--- config.mk ---
export PLATFORM = sky130hd
export DESIGN_NAME = pdr_dip_supervisor
export DESIGN_NICKNAME = d
export VERILOG_FILES = /design/src/rtl/pdr_pkg.sv /design/src/rtl/pdr_if.sv /design/src/rtl/pdr_ms_tick.sv /design/src/rtl/pdr_dip_supervisor.sv
export SDC_FILE = /design/constraint.sdc
export NUM_CORES = 1
export LEC_CHECK = 0
export BUFFER_PORTS_ARGS = -buffer_cell sky130_fd_sc_hd__buf_2
export CAP_MARGIN = 20
export CORE_UTILIZATION = 25
export CTS_CLUSTER_DIAMETER = 150
export CTS_CLUSTER_SIZE = 8
export DETAILED_ROUTE_END_ITERATION = 12
export GPL_TIMING_DRIVEN = 0
export PLACE_DENSITY = 0.4
export REMOVE_ABC_BUFFERS = 1
export SKIP_CTS_REPAIR_TIMING = 1
export SYNTH_ARGS = -nofsm -noshare
export SYNTH_HDL_FRONTEND = slang
export SYNTH_HIERARCHICAL = 1
export SYNTH_SLANG_ARGS = --single-unit
--- constraint.sdc ---
create_clock -name i_ref_clk -period 89.6 [get_ports i_ref_clk]
set_clock_uncertainty 0.05 [all_clocks]
set_input_delay 0 -clock i_ref_clk [delete_from_list [all_inputs] [get_ports i_ref_clk]]
set_output_delay 0 -clock i_ref_clk [all_outputs]
set_load 0.005 [all_outputs]
--- src/rtl/pdr_pkg.sv ---
//==========================================================
// Notes on behaviour
// - Hold servo-on through dip, 20..65535 ms
// - Ride through if dip not longer than hold
// - Resupply motor when main supply recovers
// - Drop servo-ready when hold expires
// - Control supply failure acts as power-off
// - Undervoltage alarm overrides hold setting
// - Undervoltage select 0/1/2, applied at restart
// - Warn when DC bus at or below threshold
// - Internal clamp percent 0..100, default 50
// - Keep clamp for release time after warning
// - Servo-off command cuts motor power immediately
// - Max speed settings, applied at restart
// - Overspeed alarm when speed exceeds maximum
// - Lower linear max raises resolution bound
package pdr_pkg;
    // Clock and timing
    localparam int unsigned CLK_HZ = 50_000_000;
    localparam int unsigned TICK_MS = 1;
    localparam int unsigned CYC_PER_MS = CLK_HZ / 1000 * TICK_MS;
    // Register byte offsets
    localparam logic [7:0] OFS_CTRL = 8'h00;
    localparam logic [7:0] OFS_HOLD = 8'h04;
    localparam logic [7:0] OFS_UVSEL = 8'h08;
    localparam logic [7:0] OFS_TLIM = 8'h0c;
    localparam logic [7:0] OFS_REL = 8'h10;
    localparam logic [7:0] OFS_RMAX = 8'h14;
    localparam logic [7:0] OFS_LMAX = 8'h18;
    localparam logic [7:0] OFS_UVTHR = 8'h1c;
    localparam logic [7:0] OFS_SPEED = 8'h20;
    localparam logic [7:0] OFS_STAT = 8'h24;
    localparam logic [7:0] OFS_ENCMAX = 8'h28;
    // Control register bits
    localparam int CTRL_SERVO_ON = 0;
    localparam int CTRL_LINEAR = 1;
    // Status register bits
    localparam int ST_MOTOR_PWR = 0;
    localparam int ST_READY = 1;
    localparam int ST_UV_WARN = 2;
    localparam int ST_CLAMP = 3;
    localparam int ST_OVERSPEED = 4;
    localparam int ST_UV_ALARM = 5;
    localparam int ST_RIDING = 6;
    // Reset values and limits
    localparam logic [15:0] HOLD_RST = 16'h0014;
    localparam logic [15:0] HOLD_MIN = 16'h0014;
    localparam logic [1:0] UVSEL_RST = 2'h0;
    localparam logic [6:0] TLIM_RST = 7'h32;
    localparam logic [6:0] TLIM_MAX = 7'h64;
    localparam logic [9:0] REL_RST = 10'h064;
    localparam logic [9:0] REL_MAX = 10'h3e8;
    localparam logic [15:0] RMAX_RST = 16'h2710;
    localparam logic [6:0] LMAX_RST = 7'h32;
    localparam logic [6:0] LMAX_MIN = 7'h01;
    localparam logic [6:0] LMAX_MAX = 7'h64;
    localparam logic [15:0] UVTHR_RST = 16'h0000;
    // Encoder resolution bound scale: bound = ENC_SCALE / linear max
    localparam logic [31:0] ENC_SCALE = 32'h0000_1388;
    // Undervoltage handling modes
    typedef enum logic [1:0] {
        UV_OFF = 2'b00,
        UV_HOST = 2'b01,
        UV_DEVICE = 2'b10
    } pdr_uv_t;
    // Ride-through states
    typedef enum logic [1:0] {
        PS_OFF = 2'b00,
        PS_ON = 2'b01,
        PS_HOLD = 2'b10,
        PS_LOST = 2'b11
    } pdr_pwr_t;
endpackage

--- src/rtl/pdr_if.sv ---
`timescale 1ns/1ps
// Millisecond tick shared between the supervisor and its tick source
interface pdr_tick_if;
    logic tick;
    modport src (output tick);
    modport dst (input tick);
endinterface

--- src/rtl/pdr_ms_tick.sv ---
`timescale 1ns/1ps
//==========================================================
// Millisecond tick divider
module pdr_ms_tick import pdr_pkg::*; #(
    parameter int unsigned DIV = CYC_PER_MS
) (
    input wire logic i_ref_clk,
    input wire logic i_rst,
    pdr_tick_if.src t
);
    if (DIV < 2) begin : g_div_chk
        $error("DIV too small");
    end
    logic [31:0] cnt_reg; // Cycle counter
    logic [31:0] cnt_next;
    // Wrap after DIV cycles
    always_comb begin
        if (cnt_reg == DIV - 1) begin
            cnt_next = 32'h0;
        end else begin
            cnt_next = cnt_reg + 32'h1;
        end
    end
    always_ff @(posedge i_ref_clk or posedge i_rst) begin
        if (i_rst) begin
            cnt_reg <= 32'h0;
        end else begin
            cnt_reg <= cnt_next;
        end
    end
    assign t.tick = (cnt_reg == DIV - 1);
endmodule // pdr_ms_tick

--- src/rtl/pdr_dip_supervisor.sv ---
`timescale 1ns/1ps
//==========================================================
// Power dip ride-through and speed supervisor
module pdr_dip_supervisor import pdr_pkg::*; #(
    parameter int unsigned MS_DIV = CYC_PER_MS
) (
    input wire logic i_ref_clk,
    input wire logic i_rst,
    // Classic Wishbone slave
    input wire logic i_wb_cyc,
    input wire logic i_wb_stb,
    input wire logic i_wb_we,
    input wire logic [7:0] i_wb_adr,
    input wire logic [3:0] i_wb_sel,
    input wire logic [31:0] i_wb_dat,
    output logic [31:0] o_wb_dat,
    output logic o_wb_ack,
    // Supply monitors and restart (asynchronous pins)
    input wire logic i_main_ok,
    input wire logic i_ctrl_ok,
    input wire logic i_uv_alarm,
    input wire logic i_restart,
    // Servo-off command from network side, same clock
    input wire logic i_servo_off_command,
    // Measured values, same clock
    input wire logic [15:0] i_dc_bus,
    input wire logic [15:0] i_speed,
    // Drive outputs
    output logic o_motor_power,
    output logic o_servo_ready,
    output logic o_uv_warning,
    output logic o_torque_clamp,
    output logic [6:0] o_torque_limit_pct,
    output logic o_overspeed_alarm
);
    if (MS_DIV < 2) begin : g_div_chk
        $error("MS_DIV too small");
    end

    //==========================================================
    // Pin synchronisers
    logic [3:0] s1_reg; // First stage, read by second only
    logic [3:0] s2_reg;
    always_ff @(posedge i_ref_clk or posedge i_rst) begin
        if (i_rst) begin
            s1_reg <= 4'h0;
            s2_reg <= 4'h0;
        end else begin
            s1_reg <= {i_restart, i_uv_alarm, i_ctrl_ok, i_main_ok};
            s2_reg <= s1_reg;
        end
    end
    logic main_ok, ctrl_ok, uv_alarm, restart;
    assign {restart, uv_alarm, ctrl_ok, main_ok} = s2_reg;

    //==========================================================
    // Millisecond tick
    pdr_tick_if tk ();
    pdr_ms_tick #(.DIV(MS_DIV)) u_tick (
        .i_ref_clk(i_ref_clk),
        .i_rst(i_rst),
        .t(tk)
    );

    //==========================================================
    // Register file
    logic [1:0] ctrl_reg, ctrl_next; // Servo-on request, linear motor
    logic [15:0] hold_reg, hold_next;
    logic [1:0] uvsel_reg, uvsel_next; // Pending selection
    logic [1:0] uvact_reg, uvact_next; // Active selection
    logic [6:0] tlim_reg, tlim_next;
    logic [9:0] rel_reg, rel_next;
    logic [15:0] rmax_reg, rmax_next, rmax_act_reg, rmax_act_next;
    logic [6:0] lmax_reg, lmax_next, lmax_act_reg, lmax_act_next;
    logic [15:0] uvthr_reg, uvthr_next;
    logic ack_reg, ack_next;
    logic [31:0] rdat_reg, rdat_next;
    logic [6:0] status;
    logic [31:0] enc_bound;

    // Byte-lane write merge; unselected bytes keep their old value
    function automatic logic [15:0] wr16(input logic [15:0] old, input logic [31:0] d,
                                         input logic [3:0] sel);
        wr16 = {sel[1] ? d[15:8] : old[15:8], sel[0] ? d[7:0] : old[7:0]};
    endfunction

    logic wr_go, rd_go;
    assign wr_go = i_wb_cyc && i_wb_stb && i_wb_we && !ack_reg;
    assign rd_go = i_wb_cyc && i_wb_stb && !i_wb_we && !ack_reg;

    // Linear max lowering raises encoder resolution ceiling
    assign enc_bound = ENC_SCALE / {25'h0, lmax_act_reg};

    // Register next values and read mux
    always_comb begin
        logic [15:0] v;
        v = 16'h0;
        ctrl_next = ctrl_reg;
        hold_next = hold_reg;
        uvsel_next = uvsel_reg;
        uvact_next = uvact_reg;
        tlim_next = tlim_reg;
        rel_next = rel_reg;
        rmax_next = rmax_reg;
        lmax_next = lmax_reg;
        rmax_act_next = rmax_act_reg;
        lmax_act_next = lmax_act_reg;
        uvthr_next = uvthr_reg;
        ack_next = i_wb_cyc && i_wb_stb && !ack_reg;
        rdat_next = 32'h0;
        if (wr_go) begin
            case (i_wb_adr)
                OFS_CTRL: begin
                    if (i_wb_sel[0]) ctrl_next = i_wb_dat[1:0];
                end
                OFS_HOLD: begin
                    v = wr16(hold_reg, i_wb_dat, i_wb_sel);
                    hold_next = (v < HOLD_MIN) ? HOLD_MIN : v;
                end
                OFS_UVSEL: begin
                    // Value 3 is not a mode; keep old value
                    if (i_wb_sel[0] && i_wb_dat[1:0] != 2'h3) uvsel_next = i_wb_dat[1:0];
                end
                OFS_TLIM: begin
                    // Takes effect immediately
                    if (i_wb_sel[0]) begin
                        tlim_next = (i_wb_dat[6:0] > TLIM_MAX) ? TLIM_MAX : i_wb_dat[6:0];
                    end
                end
                OFS_REL: begin
                    v = wr16({6'h0, rel_reg}, i_wb_dat, i_wb_sel);
                    rel_next = (v > {6'h0, REL_MAX}) ? REL_MAX : v[9:0];
                end
                OFS_RMAX: rmax_next = wr16(rmax_reg, i_wb_dat, i_wb_sel);
                OFS_LMAX: begin
                    if (i_wb_sel[0]) begin
                        if (i_wb_dat[6:0] < LMAX_MIN) lmax_next = LMAX_MIN;
                        else if (i_wb_dat[6:0] > LMAX_MAX) lmax_next = LMAX_MAX;
                        else lmax_next = i_wb_dat[6:0];
                    end
                end
                OFS_UVTHR: uvthr_next = wr16(uvthr_reg, i_wb_dat, i_wb_sel);
                default: ; // Unmapped or read-only: write ignored, still acked
            endcase
        end
        if (rd_go) begin
            case (i_wb_adr)
                OFS_CTRL: rdat_next = {30'h0, ctrl_reg};
                OFS_HOLD: rdat_next = {16'h0, hold_reg};
                OFS_UVSEL: rdat_next = {28'h0, uvact_reg, uvsel_reg};
                OFS_TLIM: rdat_next = {25'h0, tlim_reg};
                OFS_REL: rdat_next = {22'h0, rel_reg};
                OFS_RMAX: rdat_next = {16'h0, rmax_reg};
                OFS_LMAX: rdat_next = {25'h0, lmax_reg};
                OFS_UVTHR: rdat_next = {16'h0, uvthr_reg};
                OFS_SPEED: rdat_next = {16'h0, i_speed};
                OFS_STAT: rdat_next = {25'h0, status};
                OFS_ENCMAX: rdat_next = enc_bound;
                default: rdat_next = 32'h0; // Unmapped reads zero
            endcase
        end
        // Restart-effective settings latch on restart strobe
        if (restart) begin
            uvact_next = uvsel_reg;
            rmax_act_next = rmax_reg;
            lmax_act_next = lmax_reg;
        end
    end

    always_ff @(posedge i_ref_clk or posedge i_rst) begin
        if (i_rst) begin
            ctrl_reg <= 2'h0;
            hold_reg <= HOLD_RST;
            uvsel_reg <= UVSEL_RST;
            uvact_reg <= UVSEL_RST;
            tlim_reg <= TLIM_RST;
            rel_reg <= REL_RST;
            rmax_reg <= RMAX_RST;
            lmax_reg <= LMAX_RST;
            rmax_act_reg <= RMAX_RST;
            lmax_act_reg <= LMAX_RST;
            uvthr_reg <= UVTHR_RST;
            ack_reg <= 1'b0;
            rdat_reg <= 32'h0;
        end else begin
            ctrl_reg <= ctrl_next;
            hold_reg <= hold_next;
            uvsel_reg <= uvsel_next;
            uvact_reg <= uvact_next;
            tlim_reg <= tlim_next;
            rel_reg <= rel_next;
            rmax_reg <= rmax_next;
            lmax_reg <= lmax_next;
            rmax_act_reg <= rmax_act_next;
            lmax_act_reg <= lmax_act_next;
            uvthr_reg <= uvthr_next;
            ack_reg <= ack_next;
            rdat_reg <= rdat_next;
        end
    end
    assign o_wb_ack = ack_reg;
    assign o_wb_dat = rdat_reg;

    //==========================================================
    // Ride-through state machine
    pdr_pwr_t st_reg, st_next;
    logic [15:0] dip_ms_reg, dip_ms_next; // Interruption time in ms
    logic ready_reg, ready_next;

    always_comb begin
        st_next = st_reg;
        dip_ms_next = dip_ms_reg;
        ready_next = ready_reg;
        case (st_reg)
            PS_OFF: begin
                ready_next = main_ok && ctrl_ok;
                if (ctrl_reg[CTRL_SERVO_ON] && main_ok && ctrl_ok && !uv_alarm) begin
                    st_next = PS_ON;
                end
            end
            PS_ON: begin
                if (!main_ok) begin
                    st_next = PS_HOLD;
                    dip_ms_next = 16'h0;
                end
            end
            PS_HOLD: begin
                if (main_ok) begin
                    st_next = PS_ON;
                end else if (tk.tick) begin
                    // Count whole ms; expire only once strictly longer than hold
                    if (dip_ms_reg >= hold_reg) begin
                        st_next = PS_LOST;
                        ready_next = 1'b0;
                    end else begin
                        dip_ms_next = dip_ms_reg + 16'h1;
                    end
                end
            end
            PS_LOST: begin
                // Resupply on recovery while servo-on still requested
                if (main_ok) begin
                    st_next = PS_ON;
                    ready_next = 1'b1;
                end
            end
            default: st_next = PS_OFF;
        endcase
        // Overrides: servo-off, control failure, undervoltage alarm
        if (i_servo_off_command || !ctrl_reg[CTRL_SERVO_ON]) begin
            st_next = PS_OFF;
        end
        if (!ctrl_ok) begin
            st_next = PS_OFF;
            ready_next = 1'b0;
        end
        if (uv_alarm) begin
            st_next = PS_OFF;
            ready_next = 1'b0;
        end
    end

    always_ff @(posedge i_ref_clk or posedge i_rst) begin
        if (i_rst) begin
            st_reg <= PS_OFF;
            dip_ms_reg <= 16'h0;
            ready_reg <= 1'b0;
        end else begin
            st_reg <= st_next;
            dip_ms_reg <= dip_ms_next;
            ready_reg <= ready_next;
        end
    end
    // Motor kept energised while on or riding through
    assign o_motor_power = (st_reg == PS_ON) || (st_reg == PS_HOLD);
    assign o_servo_ready = ready_reg;

    //==========================================================
    // Undervoltage warning, torque clamp, overspeed
    logic warn_reg, warn_next;
    logic clamp_reg, clamp_next;
    logic [9:0] rel_ms_reg, rel_ms_next; // Release timer in ms
    logic os_reg, os_next;
    logic [15:0] max_speed;

    // Linear max is in 100 mm/s units, speed input assumed mm/s there
    // Widen before the product, a 7-bit product would wrap
    assign max_speed = ctrl_reg[CTRL_LINEAR] ? 16'(lmax_act_reg) * 16'd100 : rmax_act_reg;

    always_comb begin
        warn_next = (uvact_reg != UV_OFF) && (i_dc_bus <= uvthr_reg);
        clamp_next = clamp_reg;
        rel_ms_next = rel_ms_reg;
        if (uvact_reg == UV_DEVICE && warn_reg) begin
            clamp_next = 1'b1;
            rel_ms_next = 10'h0;
        end else if (clamp_reg) begin
            if (uvact_reg != UV_DEVICE || rel_ms_reg >= rel_reg) begin
                clamp_next = 1'b0;
            end else if (tk.tick) begin
                rel_ms_next = rel_ms_reg + 10'h1;
            end
        end
        os_next = i_speed > max_speed;
    end

    always_ff @(posedge i_ref_clk or posedge i_rst) begin
        if (i_rst) begin
            warn_reg <= 1'b0;
            clamp_reg <= 1'b0;
            rel_ms_reg <= 10'h0;
            os_reg <= 1'b0;
        end else begin
            warn_reg <= warn_next;
            clamp_reg <= clamp_next;
            rel_ms_reg <= rel_ms_next;
            os_reg <= os_next;
        end
    end
    // Host mode reports the warning; host does the limiting
    assign o_uv_warning = warn_reg;
    assign o_torque_clamp = clamp_reg;
    assign o_torque_limit_pct = clamp_reg ? tlim_reg : TLIM_MAX;
    assign o_overspeed_alarm = os_reg;
    assign status = {st_reg == PS_HOLD, uv_alarm, os_reg, clamp_reg, warn_reg,
                     ready_reg, o_motor_power};
endmodule // pdr_dip_supervisor

==> flow_summary.toml, run 1 <==
[die]
dieWidth_microns = 361.7
dieArea_sq_um = 130800
row_count = 131
core_area_sq_um = 128000
die_height_microns = 361.7
pin_count = 131
start_util = 0.2527

[synth]
post_synth.cell_area_avg_sq_um = 7.683
synth.area.top_cells = "dfrtp_1 (14%), ha_1 (10%), nor2_1 (4.4%)"
syn_inst = 4210
synth-edff-count = 0
synth_warnings = 6
yosys.area_share.simple = 0.2762
yosys.area.top_type_share = 0.1408
ys_types = 139
synth.most_common_cell = "nor2_1"
synth_xor_xnor_area_share = 0.07242
syn_area_sq_um = 32340
synth_top_family_by_area = "compound AO/OA/AOI/OAI gates"
synthArstFlopShare = 1.000
ys.flop_type = "dfrtp_1"
seq_area_frac_synth = 0.1603
synthAdderAreaFrac = 0.1041
synth-compound-area-share = 0.3019
yosys.area.top_type = "dfrtp_1"
synth_top_cells_by_count = "nor2_1 (382), nand2_1 (313), a21oi_1 (271), ha_1 (265), o21ai_0 (228)"
synth_mux_area_frac = 0.05164
ys_ff_latch = 206

[sta]
setup_slack_ns = 6.743
slew_headroom = 0.2728
setup_viol = 0
hold_slack_ns = -0.001952
fmax_ghz = 0.01207
hold_viol = 3
maxSlewViolCount = 0
min_period_ns = 82.86
worst_pin_slew_ns = 1.087
fin_crit_sh = 0.9247

[worst_setup_path]
worstSetupPathType = "reg2reg"
cp-start-kind = "flip-flop"
critical_path_required_ns = 89.98
crit_top_cell = "a21o_1"
path_buf_inv = 22
crit_path_max_fanout = 48
end_kind = "flip-flop"
arrival_ns = 83.23
path_delay_family = "compound AO/OA/AOI/OAI gates"
max_stage_delay_ns = 0.85
critPathSlowestCell = "dfrtp_2"

[drt]
first_pass_iters = 5
routed_via_density = 5.421
routedWlPerCell_microns = 19.82
ant_nets = 0
wl_microns = 120200
route.detailed.drc = 0
vias = 32880
drt_first_iter_violations = 2103

[worst_hold_path]
hold_path_class = "in2async"

[global_route]
grt_pass1_wl_microns = 186400
globalRouteOverflowTotal = 0
track_usage = 0.1766
grt_max_degree = 102
antenna_found_initial = 5
grt_pass1_vias = 31400

[final_layout]
final_util = 0.2861
final_cells = 6064
antennaDiodeCount = 0
n_fill_cell = 14010
fin_nets = 4664
drive_gt1_frac = 0.1087
area_growth_pct = 13.22

[run]
drv_cap = 0

[clocking]
cts_made_buffers = 30
clock_latency_ns = 0.61
root_buffer = "clkbuf_16"
htree_num_levels = 1
clkTransAtPathRegs_ns = 0.06
tritoncts = "built"
clkSinkCount = 206
cts.path.max_buffers = 3

[place]
dp_slack_ns = -0.8399
place_inst = 5946
dp_hpwl_microns = 95240
place_congestion = 0.8510
place.port_buffers = 112

[run_status]
violations = "negative hold slack"
outcome = "finished, violations left"
## layout by cell type, fill, tap and decap left out, types with 55 or more instances in the layout
| cell type | n |
|---|---|
| nor2_1 | 372 |
| nand2_1 | 309 |
| a21oi_1 | 270 |
| ha_1 | 264 |
| o21ai_0 | 228 |
| dfrtp_1 | 181 |
| nand3_1 | 155 |
| a21o_1 | 155 |
| xnor2_1 | 152 |
| inv_1 | 130 |
| nor3_1 | 123 |
| buf_2 | 114 |
| xor2_1 | 108 |
| nand2b_1 | 97 |
| mux2_2 | 90 |
| nand4_1 | 81 |
| o31ai_1 | 79 |
| and2_1 | 74 |
| o21a_1 | 67 |
| mux2i_1 | 57 |
| or3_1 | 55 |
## worst register-to-register path: cells and delay by family, from the launching register on
kind,cells,cell delay (ns)
AO/OA/AOI/OAI,167,38.21
AND/OR/NAND/NOR,118,28.69
multiplexers,8,2.53
flip-flops,1,0.85
buffers and inverters,22,2.64
adder cells (fa/ha/maj),31,9.75
## stage by stage
step	setup TNS (ns)	instance area, sq um
2_1_floorplan	0	31780
3_3_place_gp	-22.66	34500
3_5_place_dp	-0.8399	34970
4_1_cts	-1.171	35850
5_1_grt	-0.09901	36620
6_report	0	36620
## worst paths after layout
kind	startpoint	to	slack [ns]	cells past startpoint
min	i_rst	u_tick/cnt_reg[3]	-0.002	3
max reg2reg	lmax_act_reg[0]	o_wb_dat[0]	6.74	346
min reg2reg	s1_reg[0]	s2_reg[0]	0.30	0
min in group i_ref_clk	i_wb_adr[3]	o_wb_dat[13]	0.01	5
max	lmax_act_reg[0]	o_wb_dat[0]	6.74	346
max in group asynchronous	i_rst	rmax_reg[10]	88.50	4
## routing by layer
| layer | wire (microns) | global-route usage | vias to the layer above |
|---|---|---|---|
| met4 | 1681 | 0.02999 | 0 |
| met3 | 4298 | 0.01449 | 82 |
| li1 | - | - | 16330 |
| met1 | 58580 | 0.2474 | 15840 |
| met5 | 0 | 0 | - |
| met2 | 55640 | 0.2967 | 628 |
## layout make-up
class,instances,area (sq um),share of cell area
multi-input combinational,3736,26280,0.7177
sequential,206,5186,0.1416
tap,1729,2163,0.05907
timing repair buffer,199,1580,0.04315
clock buffer,54,862.1,0.02354
inverter,138,530.5,0.01449
clock inverter,2,13.76,0.0003758
## kinds of logic after synthesis
logic type               Yosys count
AND/OR/NAND/NOR                 1657
AO/OA/AOI/OAI                   1393
buffers and inverters            268
adder cells (fa/ha/maj)          268
XOR/XNOR                         264
flip-flops                       206
multiplexers                     154
Power of run 1 is left out: the tool's default activity adds up to more than one toggle a clock period on the data nets, which glitch-free logic cannot reach.
==> run 2, diff against run 1 <==
- SKIP_CTS_REPAIR_TIMING: 1 -> default
- clock period: 89.6 -> 97.9 ns (I/O delays scaled with it)
==> run 2 against run 1 <==
The flow now finishes without violations. Routed wire length about the same. Cell count barely moved. Via count fell by 0.19%. Critical path depth fell by 1. Core utilization decreased by 0.089 points. Highest routed layer unchanged. Sequential cell count did not move. Global-route usage increased by 0.056 points. Setup slack improved by 1.4 ns. First-iteration DRC count grew 0.62%.
==> flow_summary.toml, run 2 (synthesis results as in run 1) <==
[place]
place_inst = 5946
place.port_buffers = 112
place_area_sq_um = 34970
dp_slack_ns = 7.460
place_congestion = 0.8510
dp_hpwl_microns = 95240

[clocking]
htree_num_levels = 1
root_buffer = "clkbuf_16"
tritoncts = "built"
cts.path.max_buffers = 3
clock_latency_ns = 0.61
clkSinkCount = 206
clkTransAtPathRegs_ns = 0.06
cts_made_buffers = 30

[worst_hold_path]
min_from = "i_speed[8]"
hold_path_class = "in2reg"

[sta]
setup_viol = 0
setup_slack_ns = 8.147
worst_pin_slew_ns = 1.071
rsz0062_at_grt = "false"
min_period_ns = 89.75
hold_viol = 0
setup_tns_ns = 0
fin_crit_sh = 0.9168
slew_headroom = 0.2830
maxSlewViolCount = 0
fmax_ghz = 0.01114

[worst_setup_path]
end_kind = "flip-flop"
max_stage_delay_ns = 0.89
worstSetupPathType = "reg2reg"
crit_path_max_fanout = 48
arrival_ns = 90.13
crit_top_cell = "a21o_1"
cp-start-kind = "flip-flop"
critical_path_required_ns = 98.28
r2r_start = "lmax_act_reg[0]"
crit_start = "lmax_act_reg[0]"
critPathSlowestCell = "nor4_2"

[drt]
route.detailed.drc = 0
wl_microns = 120100
ant_nets = 0
first_pass_iters = 7
routed_via_density = 5.407
drt_first_iter_violations = 2116
vias = 32810
routedWlPerCell_microns = 19.79

[die]
start_util = 0.2527
core_area_sq_um = 128000
pin_count = 131
dieWidth_microns = 361.7
row_count = 131
dieArea_sq_um = 130800
die_height_microns = 361.7

[final_layout]
fin_nets = 4668
final_cells = 6069
final_cell_mix = "nor2_1 (376), nand2_1 (313), a21oi_1 (271), ha_1 (265), o21ai_0 (228)"
area_growth_pct = 12.87
drive_gt1_frac = 0.1030
post-route-cell-area_sq_um = 36510
final_common_cell = "nor2_1"

[run_status]
outcome = "complete, no violations"

[global_route]
grt_pass1_vias = 31690
grt_max_degree = 102
track_usage = 0.1772
grt_pass1_wl_microns = 187200
globalRouteOverflowTotal = 0
antenna_found_initial = 5

[run]
drv_cap = 0
[run 2: cell types whose count changed in the layout (fill, tap and decap cells not counted), moves of 4 or more]
cell	change
buf_4	-4
dlygate4sd3_1	+10
nand2_1	+4
nor2_1	+4
nor3_2	+4
nor3_4	-5
[run 2: layout make-up]
| cell class | count | area (sq um) |
|---|---|---|
| well taps | 1729 | 2163 |
| clock inverters | 2 | 13.76 |
| multi-input cells | 3736 | 26140 |
| diodes | 1 | 2.502 |
| clock buffers | 54 | 862.1 |
| flip-flops and latches | 206 | 5186 |
| inverters | 138 | 526.8 |
| repair buffers | 203 | 1610 |
| fillers | 14020 | 91510 |
[run 2: worst max-delay path: cells and delay by family (launching register included)]
kind,cells,cell delay (ns)
AOI/OAI and AO/OA,169,40.52
adders and majority gates,31,10.52
buffers and inverters,21,2.95
DFF,1,0.85
muxes,8,2.58
and+or+nand+nor,116,31.85
[run 2: what timing repair did]
item | in CTS | in global routing
resized for setup | 0 | 1
hold endpoints to repair | 225 | 0
buffers inserted | 0 | 0
setup endpoints to repair | 0 | 1
hold buffers | 63 | 0
[run 2: path summary, 6_finish.rpt]
kind                                      end  slack (ns)  cells after the start
setup reg to reg                  o_wb_dat[0]        8.15                    345
max in group asynchronous  u_tick/cnt_reg[26]       96.75                      5
hold reg to reg                     s2_reg[1]        0.30                      0
setup / recovery                  o_wb_dat[0]        8.15                    345
min in group asynchronous       rel_ms_reg[9]        0.09                      3
hold / removal                    o_wb_dat[8]        0.03                      3
[run 2: layer usage]
layer	part of all wire	GRT usage	vias to the layer above
li1	-	-	16350
met3	0.037	0.01375	85
met1	0.49	0.2476	15730
met4	0.014	0.03141	0
met5	0	0	-
met2	0.46	0.2983	651
[run 2: through the flow]
| stage | hold WS, ns | utilization |
|---|---|---|
| CTS | 0.01356 | 0.2850 |
| detailed placement | 0.05941 | 0.2732 |
| global placement | 0.05807 | 0.2695 |
| finish | 0.03120 | 0.2852 |
| floorplan | -0.01857 | - |
| global route | 0.01407 | 0.2852 |
Power of run 2 is left out for the same reason.
